**src/inc/uoe_regs.svh**
```systemverilog
`ifndef UOE_REGS_SVH
`define UOE_REGS_SVH
// ----------------------------------------
// register offsets
// ----------------------------------------
`define UOE_ADDR_CTRL_LO 8'h14
`define UOE_ADDR_CTRL_HI 8'h15
`define UOE_ADDR_IRQ_ST  8'h16
`define UOE_ADDR_IRQ_MSK 8'h17
// ----------------------------------------
// low control byte fields
// ----------------------------------------
`define UOE_B_TCLR   7
`define UOE_B_SSENT  6
`define UOE_B_SREQ   5
`define UOE_B_FLUSH  4
`define UOE_B_DERR   3
`define UOE_B_FIFO_OVERRUN_FLAG  2
`define UOE_B_FULL   1
`define UOE_B_PRDY   0
// ----------------------------------------
// high control byte fields
// ----------------------------------------
`define UOE_B_DBL    7
`define UOE_B_ISO    6
// ----------------------------------------
// interrupt status / mask fields
// ----------------------------------------
`define UOE_I_PKT    0
`define UOE_I_STALL  1
`define UOE_I_OVR    2
// ----------------------------------------
// reset values and constants
// ----------------------------------------
`define UOE_RST_BYTE 8'h00
`define UOE_RST_IRQ  3'h0
`define UOE_SLOTS_DBL 2'h2
`define UOE_SLOTS_SGL 2'h1
`define UOE_CNT_ZERO  2'h0
`define UOE_CNT_ONE   2'h1
`endif

```
**src/inc/uoe_pkg.sv**
```systemverilog
package uoe_pkg;
  typedef enum logic [1:0] {
    UOE_HS_NONE  = 2'h0,
    UOE_HS_ACK   = 2'h1,
    UOE_HS_NAK   = 2'h2,
    UOE_HS_STALL = 2'h3
  } uoe_hs_t;
  typedef enum logic [1:0] {
    UOE_ST_IDLE = 2'b01,
    UOE_ST_DATA = 2'b10
  } uoe_state_t;
endpackage : uoe_pkg

```
**src/inc/uoe_cnt_if.sv**
```systemverilog
`timescale 1ns/1ps
interface uoe_cnt_if;
  logic       push;
  logic       pop;
  logic       dbl;
  logic [1:0] count;
  logic       full;
  modport ctl (output push, output pop, output dbl, input count, input full);
  modport cnt (input push, input pop, input dbl, output count, output full);
endinterface : uoe_cnt_if

```
**src/uoe_top.sv**
```systemverilog
// Notes on behaviour
// - writing one to toggle_clear resets the data toggle to zero
// - toggle_clear always reads back as zero
// - fifo_overrun_flag set when an iso packet is dropped for a full FIFO (a bulk packet gets NAK instead)
// - with double buffering, out_fifo_full only when two packets are held
// - without double buffering, out_fifo_full as soon as one packet is held
// - out_double_buffer_enable selects double buffering of the OUT FIFO
// - bulk packet received sets out_packet_ready and raises an interrupt
// - in bulk mode only, send_stall_request answers OUT with STALL, sets stall_sent_flag and interrupt
// - high byte bit 6 selects isochronous versus bulk operation
// - iso packet with CRC error still loaded, sets iso_data_error
//
// Implementation choice: strobed register access.
`timescale 1ns/1ps
`include "uoe_regs.svh"
module uoe_top
  import uoe_pkg::*;
#(
  parameter int ADDR_W = 8
)
(
  input  wire logic              clock_i,
  input  wire logic              rst_i,
  input  wire logic              ce_i,
  input  wire logic [ADDR_W-1:0] addr_i,
  input  wire logic [7:0]        wdata_i,
  input  wire logic              wr_i,
  input  wire logic              rd_i,
  output logic      [7:0]        rdata_o,
  input  wire logic              out_token_i,
  input  wire logic              data_end_i,
  input  wire logic              crc_err_i,
  output logic                   hs_valid_o,
  output uoe_hs_t                hs_code_o,
  output logic                   data_toggle_o,
  output logic                   out_packet_ready_o,
  output logic                   irq_o
);
  typedef struct packed {
    uoe_state_t state;
    logic       toggle;
    logic       stall_req;
    logic       stall_sent;
    logic       iso_data_error;
    logic       fifo_overrun_flag;
    logic       out_packet_ready;
    logic       dbl;
    logic       iso;
    logic [2:0] stat;
    logic [2:0] mask;
    logic [7:0] rdata;
    logic       hs_valid;
    uoe_hs_t    hs_code;
    logic       irq;
  } uoe_st_t;

  uoe_st_t st_r;
  uoe_st_t st_nxt;

  uoe_cnt_if cif ();

  uoe_pkt_cnt u_cnt (
    .clock_i (clock_i),
    .rst_i   (rst_i),
    .ce_i    (ce_i),
    .cif     (cif)
  );

  function automatic logic hit(input logic [ADDR_W-1:0] a, input logic [7:0] off);
    hit = (a == ADDR_W'(off));
  endfunction : hit

  logic wr_lo;
  logic wr_hi;
  logic wr_st;
  logic wr_mk;
  logic push;
  logic pop;
  logic drop;
  logic stall_ev;
  logic pkt_ev;

  assign wr_lo = wr_i && hit(addr_i, `UOE_ADDR_CTRL_LO);
  assign wr_hi = wr_i && hit(addr_i, `UOE_ADDR_CTRL_HI);
  assign wr_st = wr_i && hit(addr_i, `UOE_ADDR_IRQ_ST);
  assign wr_mk = wr_i && hit(addr_i, `UOE_ADDR_IRQ_MSK);

  // ----------------------------------------
  // link-side packet acceptance
  // ----------------------------------------
  always_comb
  begin
    push     = 1'b0;
    drop     = 1'b0;
    stall_ev = 1'b0;
    if (out_token_i && st_r.state == UOE_ST_IDLE && st_r.stall_req && !st_r.iso)
    begin
      stall_ev = 1'b1;
    end
    if (st_r.state == UOE_ST_DATA && data_end_i)
    begin
      if (st_r.iso)
      begin
        push = !cif.full;
        drop = cif.full;
      end
      else
      begin
        push = !cif.full && !crc_err_i;
      end
    end
  end

  assign pop = (wr_lo && wdata_i[`UOE_B_FLUSH] && cif.count != `UOE_CNT_ZERO)
             || (wr_lo && !wdata_i[`UOE_B_PRDY] && st_r.out_packet_ready);

  assign cif.push = push;
  assign cif.pop  = pop;
  assign cif.dbl  = st_r.dbl;

  // ready rises when a packet waits
  assign pkt_ev = !st_r.out_packet_ready && !pop && (cif.count != `UOE_CNT_ZERO || push);

  // ----------------------------------------
  // next state
  // ----------------------------------------
  always_comb
  begin
    st_nxt          = st_r;
    st_nxt.hs_valid = 1'b0;
    st_nxt.hs_code  = UOE_HS_NONE;
    st_nxt.rdata    = `UOE_RST_BYTE;

    case (st_r.state)
      UOE_ST_IDLE:
      begin
        if (out_token_i)
        begin
          if (stall_ev)
          begin
            st_nxt.hs_valid = 1'b1;
            st_nxt.hs_code  = UOE_HS_STALL;
          end
          else
          begin
            st_nxt.state = UOE_ST_DATA;
          end
        end
      end
      UOE_ST_DATA:
      begin
        if (data_end_i)
        begin
          st_nxt.state = UOE_ST_IDLE;
          if (!st_r.iso && !crc_err_i)
          begin
            st_nxt.hs_valid = 1'b1;
            st_nxt.hs_code  = push ? UOE_HS_ACK : UOE_HS_NAK;
          end
          if (push && !st_r.iso)
          begin
            st_nxt.toggle = !st_r.toggle;
          end
        end
      end
      default:
      begin
        st_nxt.state = UOE_ST_IDLE;
      end
    endcase

    // software writes: clears first, hardware sets after so a set wins
    if (wr_lo)
    begin
      st_nxt.stall_req = wdata_i[`UOE_B_SREQ];
      if (!wdata_i[`UOE_B_SSENT])
      begin
        st_nxt.stall_sent = 1'b0;
      end
      if (!wdata_i[`UOE_B_DERR])
      begin
        st_nxt.iso_data_error = 1'b0;
      end
      if (!wdata_i[`UOE_B_FIFO_OVERRUN_FLAG])
      begin
        st_nxt.fifo_overrun_flag = 1'b0;
      end
      if (wdata_i[`UOE_B_TCLR])
      begin
        st_nxt.toggle = 1'b0;
      end
    end
    if (wr_hi)
    begin
      st_nxt.dbl = wdata_i[`UOE_B_DBL];
      st_nxt.iso = wdata_i[`UOE_B_ISO];
    end
    if (wr_st)
    begin
      st_nxt.stat = st_r.stat & ~wdata_i[2:0];
    end
    if (wr_mk)
    begin
      st_nxt.mask = wdata_i[2:0];
    end

    if (pop)
    begin
      st_nxt.out_packet_ready = 1'b0;
    end
    if (pkt_ev)
    begin
      st_nxt.out_packet_ready              = 1'b1;
      st_nxt.stat[`UOE_I_PKT]   = 1'b1;
    end
    if (stall_ev)
    begin
      st_nxt.stall_sent         = 1'b1;
      st_nxt.stat[`UOE_I_STALL] = 1'b1;
    end
    if (drop)
    begin
      st_nxt.fifo_overrun_flag              = 1'b1;
      st_nxt.stat[`UOE_I_OVR]   = 1'b1;
    end
    if (push && st_r.iso && crc_err_i)
    begin
      st_nxt.iso_data_error = 1'b1;
    end

    // ----------------------------------------
    // read data, one cycle later
    // ----------------------------------------
    if (rd_i)
    begin
      if (hit(addr_i, `UOE_ADDR_CTRL_LO))
      begin
        st_nxt.rdata[`UOE_B_SSENT] = st_r.stall_sent;
        st_nxt.rdata[`UOE_B_SREQ]  = st_r.stall_req;
        st_nxt.rdata[`UOE_B_DERR]  = st_r.iso_data_error;
        st_nxt.rdata[`UOE_B_FIFO_OVERRUN_FLAG] = st_r.fifo_overrun_flag;
        st_nxt.rdata[`UOE_B_FULL]  = cif.full;
        st_nxt.rdata[`UOE_B_PRDY]  = st_r.out_packet_ready;
        st_nxt.rdata[`UOE_B_TCLR]  = 1'b0;
      end
      else if (hit(addr_i, `UOE_ADDR_CTRL_HI))
      begin
        st_nxt.rdata[`UOE_B_DBL] = st_r.dbl;
        st_nxt.rdata[`UOE_B_ISO] = st_r.iso;
      end
      else if (hit(addr_i, `UOE_ADDR_IRQ_ST))
      begin
        st_nxt.rdata[2:0] = st_r.stat;
      end
      else if (hit(addr_i, `UOE_ADDR_IRQ_MSK))
      begin
        st_nxt.rdata[2:0] = st_r.mask;
      end
    end

    st_nxt.irq = |(st_nxt.stat & st_nxt.mask);
  end

  // ----------------------------------------
  // state register
  // ----------------------------------------
  always_ff @(posedge clock_i)
  begin
    if (rst_i)
    begin
      st_r            <= '0;
      st_r.state      <= UOE_ST_IDLE;
      st_r.stat       <= `UOE_RST_IRQ;
      st_r.mask       <= `UOE_RST_IRQ;
      st_r.rdata      <= `UOE_RST_BYTE;
      st_r.hs_code    <= UOE_HS_NONE;
    end
    else if (ce_i)
    begin
      st_r <= st_nxt;
    end
  end

  assign rdata_o            = st_r.rdata;
  assign hs_valid_o         = st_r.hs_valid;
  assign hs_code_o          = st_r.hs_code;
  assign data_toggle_o      = st_r.toggle;
  assign out_packet_ready_o = st_r.out_packet_ready;
  assign irq_o              = st_r.irq;
endmodule : uoe_top

```
**src/uoe_pkt_cnt.sv**
```systemverilog
`timescale 1ns/1ps
`include "uoe_regs.svh"
module uoe_pkt_cnt
  import uoe_pkg::*;
(
  input  wire logic clock_i,
  input  wire logic rst_i,
  input  wire logic ce_i,
  uoe_cnt_if.cnt    cif
);
  typedef struct packed {
    logic [1:0] count;
  } uoe_cnt_st_t;

  uoe_cnt_st_t st_r;
  uoe_cnt_st_t st_nxt;

  // ----------------------------------------
  // packet occupancy
  // ----------------------------------------
  always_comb
  begin
    st_nxt = st_r;
    if (cif.push && !cif.pop)
    begin
      st_nxt.count = st_r.count + `UOE_CNT_ONE;
    end
    else if (cif.pop && !cif.push && st_r.count != `UOE_CNT_ZERO)
    begin
      st_nxt.count = st_r.count - `UOE_CNT_ONE;
    end
  end

  always_ff @(posedge clock_i)
  begin
    if (rst_i)
    begin
      st_r <= '{count: `UOE_CNT_ZERO};
    end
    else if (ce_i)
    begin
      st_r <= st_nxt;
    end
  end

  assign cif.count = st_r.count;
  assign cif.full  = cif.dbl ? (st_r.count >= `UOE_SLOTS_DBL) : (st_r.count >= `UOE_SLOTS_SGL);
endmodule : uoe_pkt_cnt

```
**config.mk**
```make
export PLATFORM = sky130hd
export DESIGN_NAME = uoe_top
export DESIGN_NICKNAME = d
export VERILOG_FILES = /design/src/inc/uoe_pkg.sv /design/src/inc/uoe_cnt_if.sv /design/src/uoe_top.sv /design/src/uoe_pkt_cnt.sv
export VERILOG_INCLUDE_DIRS = /design/src /design/src/inc
export SDC_FILE = /design/constraint.sdc
export NUM_CORES = 1
export LEC_CHECK = 0
export BUFFER_PORTS_ARGS = -buffer_cell sky130_fd_sc_hd__clkbuf_2
export CORE_UTILIZATION = 58
export DETAILED_ROUTE_END_ITERATION = 8
export PLACE_DENSITY = 0.9
export SETUP_SLACK_MARGIN = 0.02
export SLEW_MARGIN = 30
export SYNTH_ARGS = -nofsm -noshare
export SYNTH_HDL_FRONTEND = slang
export SYNTH_SLANG_ARGS = --single-unit
export TNS_END_PERCENT = 100
```
**constraint.sdc**
```tcl
create_clock -name clock_i -period 5.25 [get_ports clock_i]
set_clock_uncertainty 0.05 [all_clocks]
set_input_delay 0.7875 -clock clock_i [delete_from_list [all_inputs] [get_ports clock_i]]
set_output_delay 0.7875 -clock clock_i [all_outputs]
set_load 0.05 [all_outputs]
```
==> results.cfg, run 1 <==
[global_route]
grt_pass1_vias = 1395
antenna_found_initial = 0
grt_usage = 0.244
gr-total-overflow = 0
grt_pass1_wl_um = 6020
grt_max_degree = 34

[clocking]
cts_resized = 0
holdBufCountCts = 0
post_cts_buffers = 0
clk_latency_ps = 340
cts_sinks = 29
clock-root-buffer = clkbuf_4
cts_htree_levels = 2
clockBufferDepth = 2
clkTransAtPathRegs_ps = 90
numCtsBuffers = 5
cts_tree = done

[worst_hold_path]
hp-class = register to register
hold_depth = 2
min_from = hs_code_o[1]$_SDFFE_PP0P_
min_to = hs_code_o[1]$_SDFFE_PP0P_

[floorplan]
die_h_um = 56.7
io_pins = 38
die_w_um = 56.7
die_area_um2 = 3220
rows = 19
fp.coreArea_um2 = 2810
start_util = 0.620

[final_layout]
fill_cells = 253
layout.nets = 257
area_delta_synth_final_pct = 10.7
final_layout_size_suffix_gt1_frac = 0.272
insertedDiodeCount = 0
fin_util = 0.686

[sta]
worstMarginPinSlew_ps = 645
min_period_ps = 2480
maxSlewHeadroom = 0.570
final_hold_viol_count = 0
min_period_over_period = 0.472
fmax_ghz = 0.403
drv_slew = 0
tns_ps = 0
layout_setup_ws_ps = 2770
rsz0062_at_grt = false
hold_ws_ps = 425
setup_viol = 0

[detailed_routing]
detail-route-antenna-nets = 0
wl_per_cell_um = 14.2
drtPass1Iterations = 7
drt_wl_total_um = 3670
drcViolationCount = 4
vias = 1524
vias_per_cell = 5.88
drt-initial-drc-count = 69

[power_and_ir_drop]
vdd_drop_max_mv = 0.219
power_density_nw_per_um2 = 263
p_leak_uw = 0.000789

[setup_path]
timing.critical_path.to_type = register
worst_setup_path_start_kind = primary input
path_max_fanout = 19
crit_required_ps = 5400
arrival_ps = 2630
worstReg2RegStart = u_cnt.cif.count[1]$_SDFFE_PP0P_
r2r-end = u_cnt.cif.count[1]$_SDFFE_PP0P_
ff2ff_setup_slack_ps = 3250
crit_type = primary input to register
worstRegToRegCells = 7

[yosys]
ys_seq_area_frac = 0.334
synthesis.instances = 202
synth_ff_type = dfxtp_1
synth_edf_count = 0
synth_cell_types = 49
synth_async_sr_flop_share = 0
syn_area_per_cell_um2 = 8.60
postSynthNetCount = 232
ys_ff_latch = 29
syn_area_um2 = 1740
yosysWarnings = 0

[status]
status = complete, but fails checks
failed_checks = DRC

[place]
dp_hpwl_um = 2760
io_buffers = 36
gp_congestion = 0.890
dp_slack_ps = 2460

[flow_run]
max-cap-violations = 0
cells in the final DEF (no fill, tap or decap), types with 2 or more instances in the layout:
| cell type | n |
|---|---|
| nand3_1 | 6 |
| clkbuf_4 | 5 |
| clkbuf_2 | 36 |
| mux2i_1 | 9 |
| nor3b_1 | 3 |
| o21ai_0 | 10 |
| nor3b_4 | 2 |
| a22oi_1 | 4 |
| and2_1 | 3 |
| nand2_1 | 14 |
| or2_2 | 2 |
| a222oi_1 | 2 |
| dfxtp_1 | 29 |
| inv_1 | 10 |
| a21oi_1 | 19 |
| nand4_1 | 5 |
| nor2_1 | 24 |
| bufinv_16 | 2 |
| ha_1 | 6 |
| nand3b_1 | 2 |
| a2111o_1 | 2 |
| mux2_2 | 4 |
| and3_2 | 2 |
| nor2b_1 | 2 |
registers in the layout, summed over array words and instances, names as in the netlist, 2 cells and up:
register and cells:
hs_code_o 2, rdata_o 7, st_r 13, u_cnt.cif.count 2
power by group:
group,switching [µW],internal [µW]
Combinational,30.6,19.3
Clock,85.1,147
Sequential,2.04,222
Total,118,389
per-layer routing:
layer  track usage  vias up  share of wire
met5             0        -              0
met4         0.101        0          0.016
met3        0.0737        8          0.065
met2         0.389       52           0.45
met1         0.307      699           0.47
li1              -      765              -
Yosys cell counts, drive strengths merged (2+ instances only):
cell / instances / area [µm²]
dfxtp: 29 / 581
nor2: 24 / 90.1
a21oi: 19 / 95.1
buf: 15 / 124
nand2: 14 / 52.6
inv: 10 / 37.5
o21ai: 10 / 50.1
mux2i: 9 / 90.1
ha: 6 / 75.1
nand3: 6 / 30.0
nor3b: 6 / 72.6
nand4: 5 / 31.3
a22oi: 4 / 30.0
mux2: 4 / 45.0
and2: 3 / 18.8
and3: 3 / 21.3
clkbuf: 3 / 11.3
or2: 3 / 18.8
a2111o: 2 / 22.5
a222oi: 2 / 20.0
and3b: 2 / 18.8
nand3b: 2 / 15.0
nor2b: 2 / 12.5
metrics by stage:
| stage | std cells | power [µW] | area (µm²) |
|---|---|---|---|
| after floorplan | 202 | 263 | 1740 |
| after global placement | 251 | 278 | 1820 |
| after detailed placement | 251 | 279 | 1820 |
| after CTS | 259 | 510 | 1920 |
| after global routing | 259 | 523 | 1920 |
| final | 259 | 507 | 1920 |
critical path, cell delays in order:
cell	delay, ps
clkbuf_2	310
inv_1	300
or4b_4	630
or2_1	300
o21ai_0	200
a21oi_1	90
worst max path at each step:
stage | start | endpoint | slack, ps | cells past startpoint
2_1_floorplan | addr_i[0] | u_cnt.cif.count[0]$_SDFFE_PP0P_ | 3020 | 6
3_3_place_gp | ce_i | out_packet_ready_o$_SDFFE_PP0P_ | 2510 | 6
3_5_place_dp | ce_i | st_r[22]$_SDFFE_PP0P_ | 2460 | 6
4_1_cts | ce_i | out_packet_ready_o$_SDFFE_PP0P_ | 2810 | 6
5_1_grt | ce_i | out_packet_ready_o$_SDFFE_PP0P_ | 2640 | 6
6_report | ce_i | out_packet_ready_o$_SDFFE_PP0P_ | 2770 | 6
final cells by class:
cell class	count	area, µm²	area share
multi-input combinational	145	985	0.512
sequential	29	581	0.302
timing repair buffer	36	180	0.0936
clock inverter	3	65.1	0.0338
tap	31	38.8	0.0202
clock buffer	5	37.5	0.0195
inverter	10	37.5	0.0195
kinds of logic (layout without fill, tap and decap cells):
logic type	count (synthesis)	after routing	share of synthesized area
flip-flops	29	29	0.334
other	1	1	0.00216
buffers and inverters	28	54	0.0993
XOR/XNOR	1	1	0.00504
adder cells (fa/ha/maj)	6	6	0.0432
AND/OR/NAND/NOR	77	77	0.258
AO/OA/AOI/OAI	47	47	0.180
multiplexers	13	13	0.0778
Note: power is estimated with default switching activity, not from simulation.
==> run 2, diff against run 1 <==
--- a/config.mk
+++ b/config.mk
@@ -7,9 +7,9 @@
 export NUM_CORES = 1
 export LEC_CHECK = 0
 export BUFFER_PORTS_ARGS = -buffer_cell sky130_fd_sc_hd__clkbuf_2
-export CORE_UTILIZATION = 58
+export CORE_UTILIZATION = 48
 export DETAILED_ROUTE_END_ITERATION = 8
-export PLACE_DENSITY = 0.9
+export PLACE_DENSITY = 0.81
 export SETUP_SLACK_MARGIN = 0.02
 export SLEW_MARGIN = 30
 export SYNTH_ARGS = -nofsm -noshare
==> constraint.sdc (replaced) <==
create_clock -name clock_i -period 2.2 [get_ports clock_i]
set_clock_uncertainty 0.05 [all_clocks]
set_input_delay 0.33 -clock clock_i [delete_from_list [all_inputs] [get_ports clock_i]]
set_output_delay 0.33 -clock clock_i [all_outputs]
set_load 0.05 [all_outputs]
==> run 2 against run 1 <==
The flow now finishes without violations; highest routed layer unchanged; sequential power grew 140%; total power rose by 140%; worst hold slack worse by 280 ps; flip-flop and latch count unchanged; count of clock-buffer cells in the layout unchanged; largest cell class unchanged; cell count increased by 7.3%; routed wire length is 0.79% higher; die area is 20% higher; design area grew 2.5%; sequential share of layout area down 0.75 points; register-to-register slack lost 3000 ps; core utilization is 10 points lower.
==> results.cfg, run 2 (synthesis gave the netlist of run 1 again) <==
[status]
status = complete, no violations

[detailed_routing]
wl_per_cell_um = 13.3
drt-initial-drc-count = 89
drcViolationCount = 0
drtPass1Iterations = 5
detail-route-antenna-nets = 0
drt_wl_total_um = 3700
vias_per_cell = 5.47
vias = 1520

[setup_path]
arrival_ps = 2140
worst_setup_path_start_kind = register
cp_slowest_cell = mux2_2
timing.critical_path.to_type = register
crit_chain = inv_1 > ha_1 > nor3b_2 > o221a_2 > nor4_2 > a21oi_1 > mux2_2
slowest_delay_ps = 360
crit_family = compound AO/OA/AOI/OAI gates
path_max_fanout = 4
cp_num_buf_inv = 1
crit_type = register to register
crit_required_ps = 2380

[final_layout]
final_layout_size_suffix_gt1_frac = 0.284
insertedDiodeCount = 0
top_register = st_r
area_delta_synth_final_pct = 13.5
fin_cells = 278
largest_reg_flops = 13
layout.nets = 261
final_common_cell = clkbuf_2
mostFrequentLayoutCells = clkbuf_2 (36), dfxtp_1 (29), nor2_1 (24), a21oi_1 (19), nand2_1 (14)

[global_route]
antenna_found_initial = 0
grt_pass1_wl_um = 6290
grt_max_degree = 26
grt_pass1_vias = 1382
gr-total-overflow = 0
grt_usage = 0.207

[power_and_ir_drop]
p_leak_uw = 0.000809
vdd_drop_max_mv = 0.316
power_density_nw_per_um2 = 617

[floorplan]
io_pins = 38
rows = 21
die_h_um = 62.2
die_area_um2 = 3870
die_w_um = 62.2
start_util = 0.513
fp.coreArea_um2 = 3390

[clocking]
cts_sinks = 29
clock-root-buffer = clkbuf_4
clk_latency_ps = 340
holdBufCountCts = 0
clockBufferDepth = 2
numCtsBuffers = 5
post_cts_buffers = 0
cts_htree_levels = 2
clkTransAtPathRegs_ps = 100
cts_tree = done
cts_resized = 0

[place]
dp_hpwl_um = 2800
dp.cells = 270
gp_congestion = 0.819
io_buffers = 36

[sta]
min_period_over_period = 0.887
fmax_ghz = 0.513
rsz0062_at_grt = false
min_period_ps = 1950
tns_ps = 0
drv_slew = 0
final_hold_viol_count = 0
setup_viol = 0

[worst_hold_path]
hp-class = primary input to register

[flow_run]
max-cap-violations = 0
run 2: changes by cell type in the layout (fill, tap and decap cells not counted), sizes merged:
cell / delta
buf: +4
run 2: per-stage QoR:
stage	setup WS [ps]	util	instance area, µm²	hold slack (ps)	total power, µW
global placement	259	0.552	1870	403	669
detailed placement	216	0.552	1870	409	671
floorplan	374	-	1740	378	628
CTS	233	0.582	1970	120	1230
global route	101	0.582	1970	150	1280
finish	249	0.582	1970	147	1220
run 2: report_power, final:
| group | switching [µW] | leakage, µW | internal [µW] |
|---|---|---|---|
| logic | 74.1 | 0.000520 | 50.3 |
| registers | 4.80 | 0.000234 | 531 |
| clock network | 205 | 0.0000552 | 352 |
| total | 284 | 0.000809 | 933 |
run 2: area by class of cell:
class	count	area, µm²
fill	297	1420
clock buffer	5	37.5
clock inverter	3	65.1
tap	46	57.6
sequential	29	581
inverter	10	37.5
timing repair buffer	40	210
multi-input combinational	145	985
run 2: final timing paths:
check                               endpoint  cells after the start                       startpoint  slack, ps
min               data_toggle_o$_SDFFE_PP0P_                      2                       wdata_i[7]        150
max          u_cnt.cif.count[0]$_SDFFE_PP0P_                      7  u_cnt.cif.count[0]$_SDFFE_PP0P_        250
min reg2reg        hs_code_o[1]$_SDFFE_PP0P_                      2        hs_code_o[1]$_SDFFE_PP0P_        420
max reg2reg  u_cnt.cif.count[0]$_SDFFE_PP0P_                      7  u_cnt.cif.count[0]$_SDFFE_PP0P_        250
run 2: worst register-to-register path, stage by stage (launching register included):
cell and delay (ps):
dfxtp_1 340, inv_1 80, ha_1 210, nor3b_2 250, o221a_2 280, nor4_2 60, a21oi_1 220, mux2_2 360
run 2: metal layers:
layer  up-vias  track usage  part of all wire
met5         -            0                 0
met4         0       0.0959             0.019
met3         7       0.0533             0.064
met2        52        0.317              0.46
met1       688        0.272              0.46
li1        773            -                 -
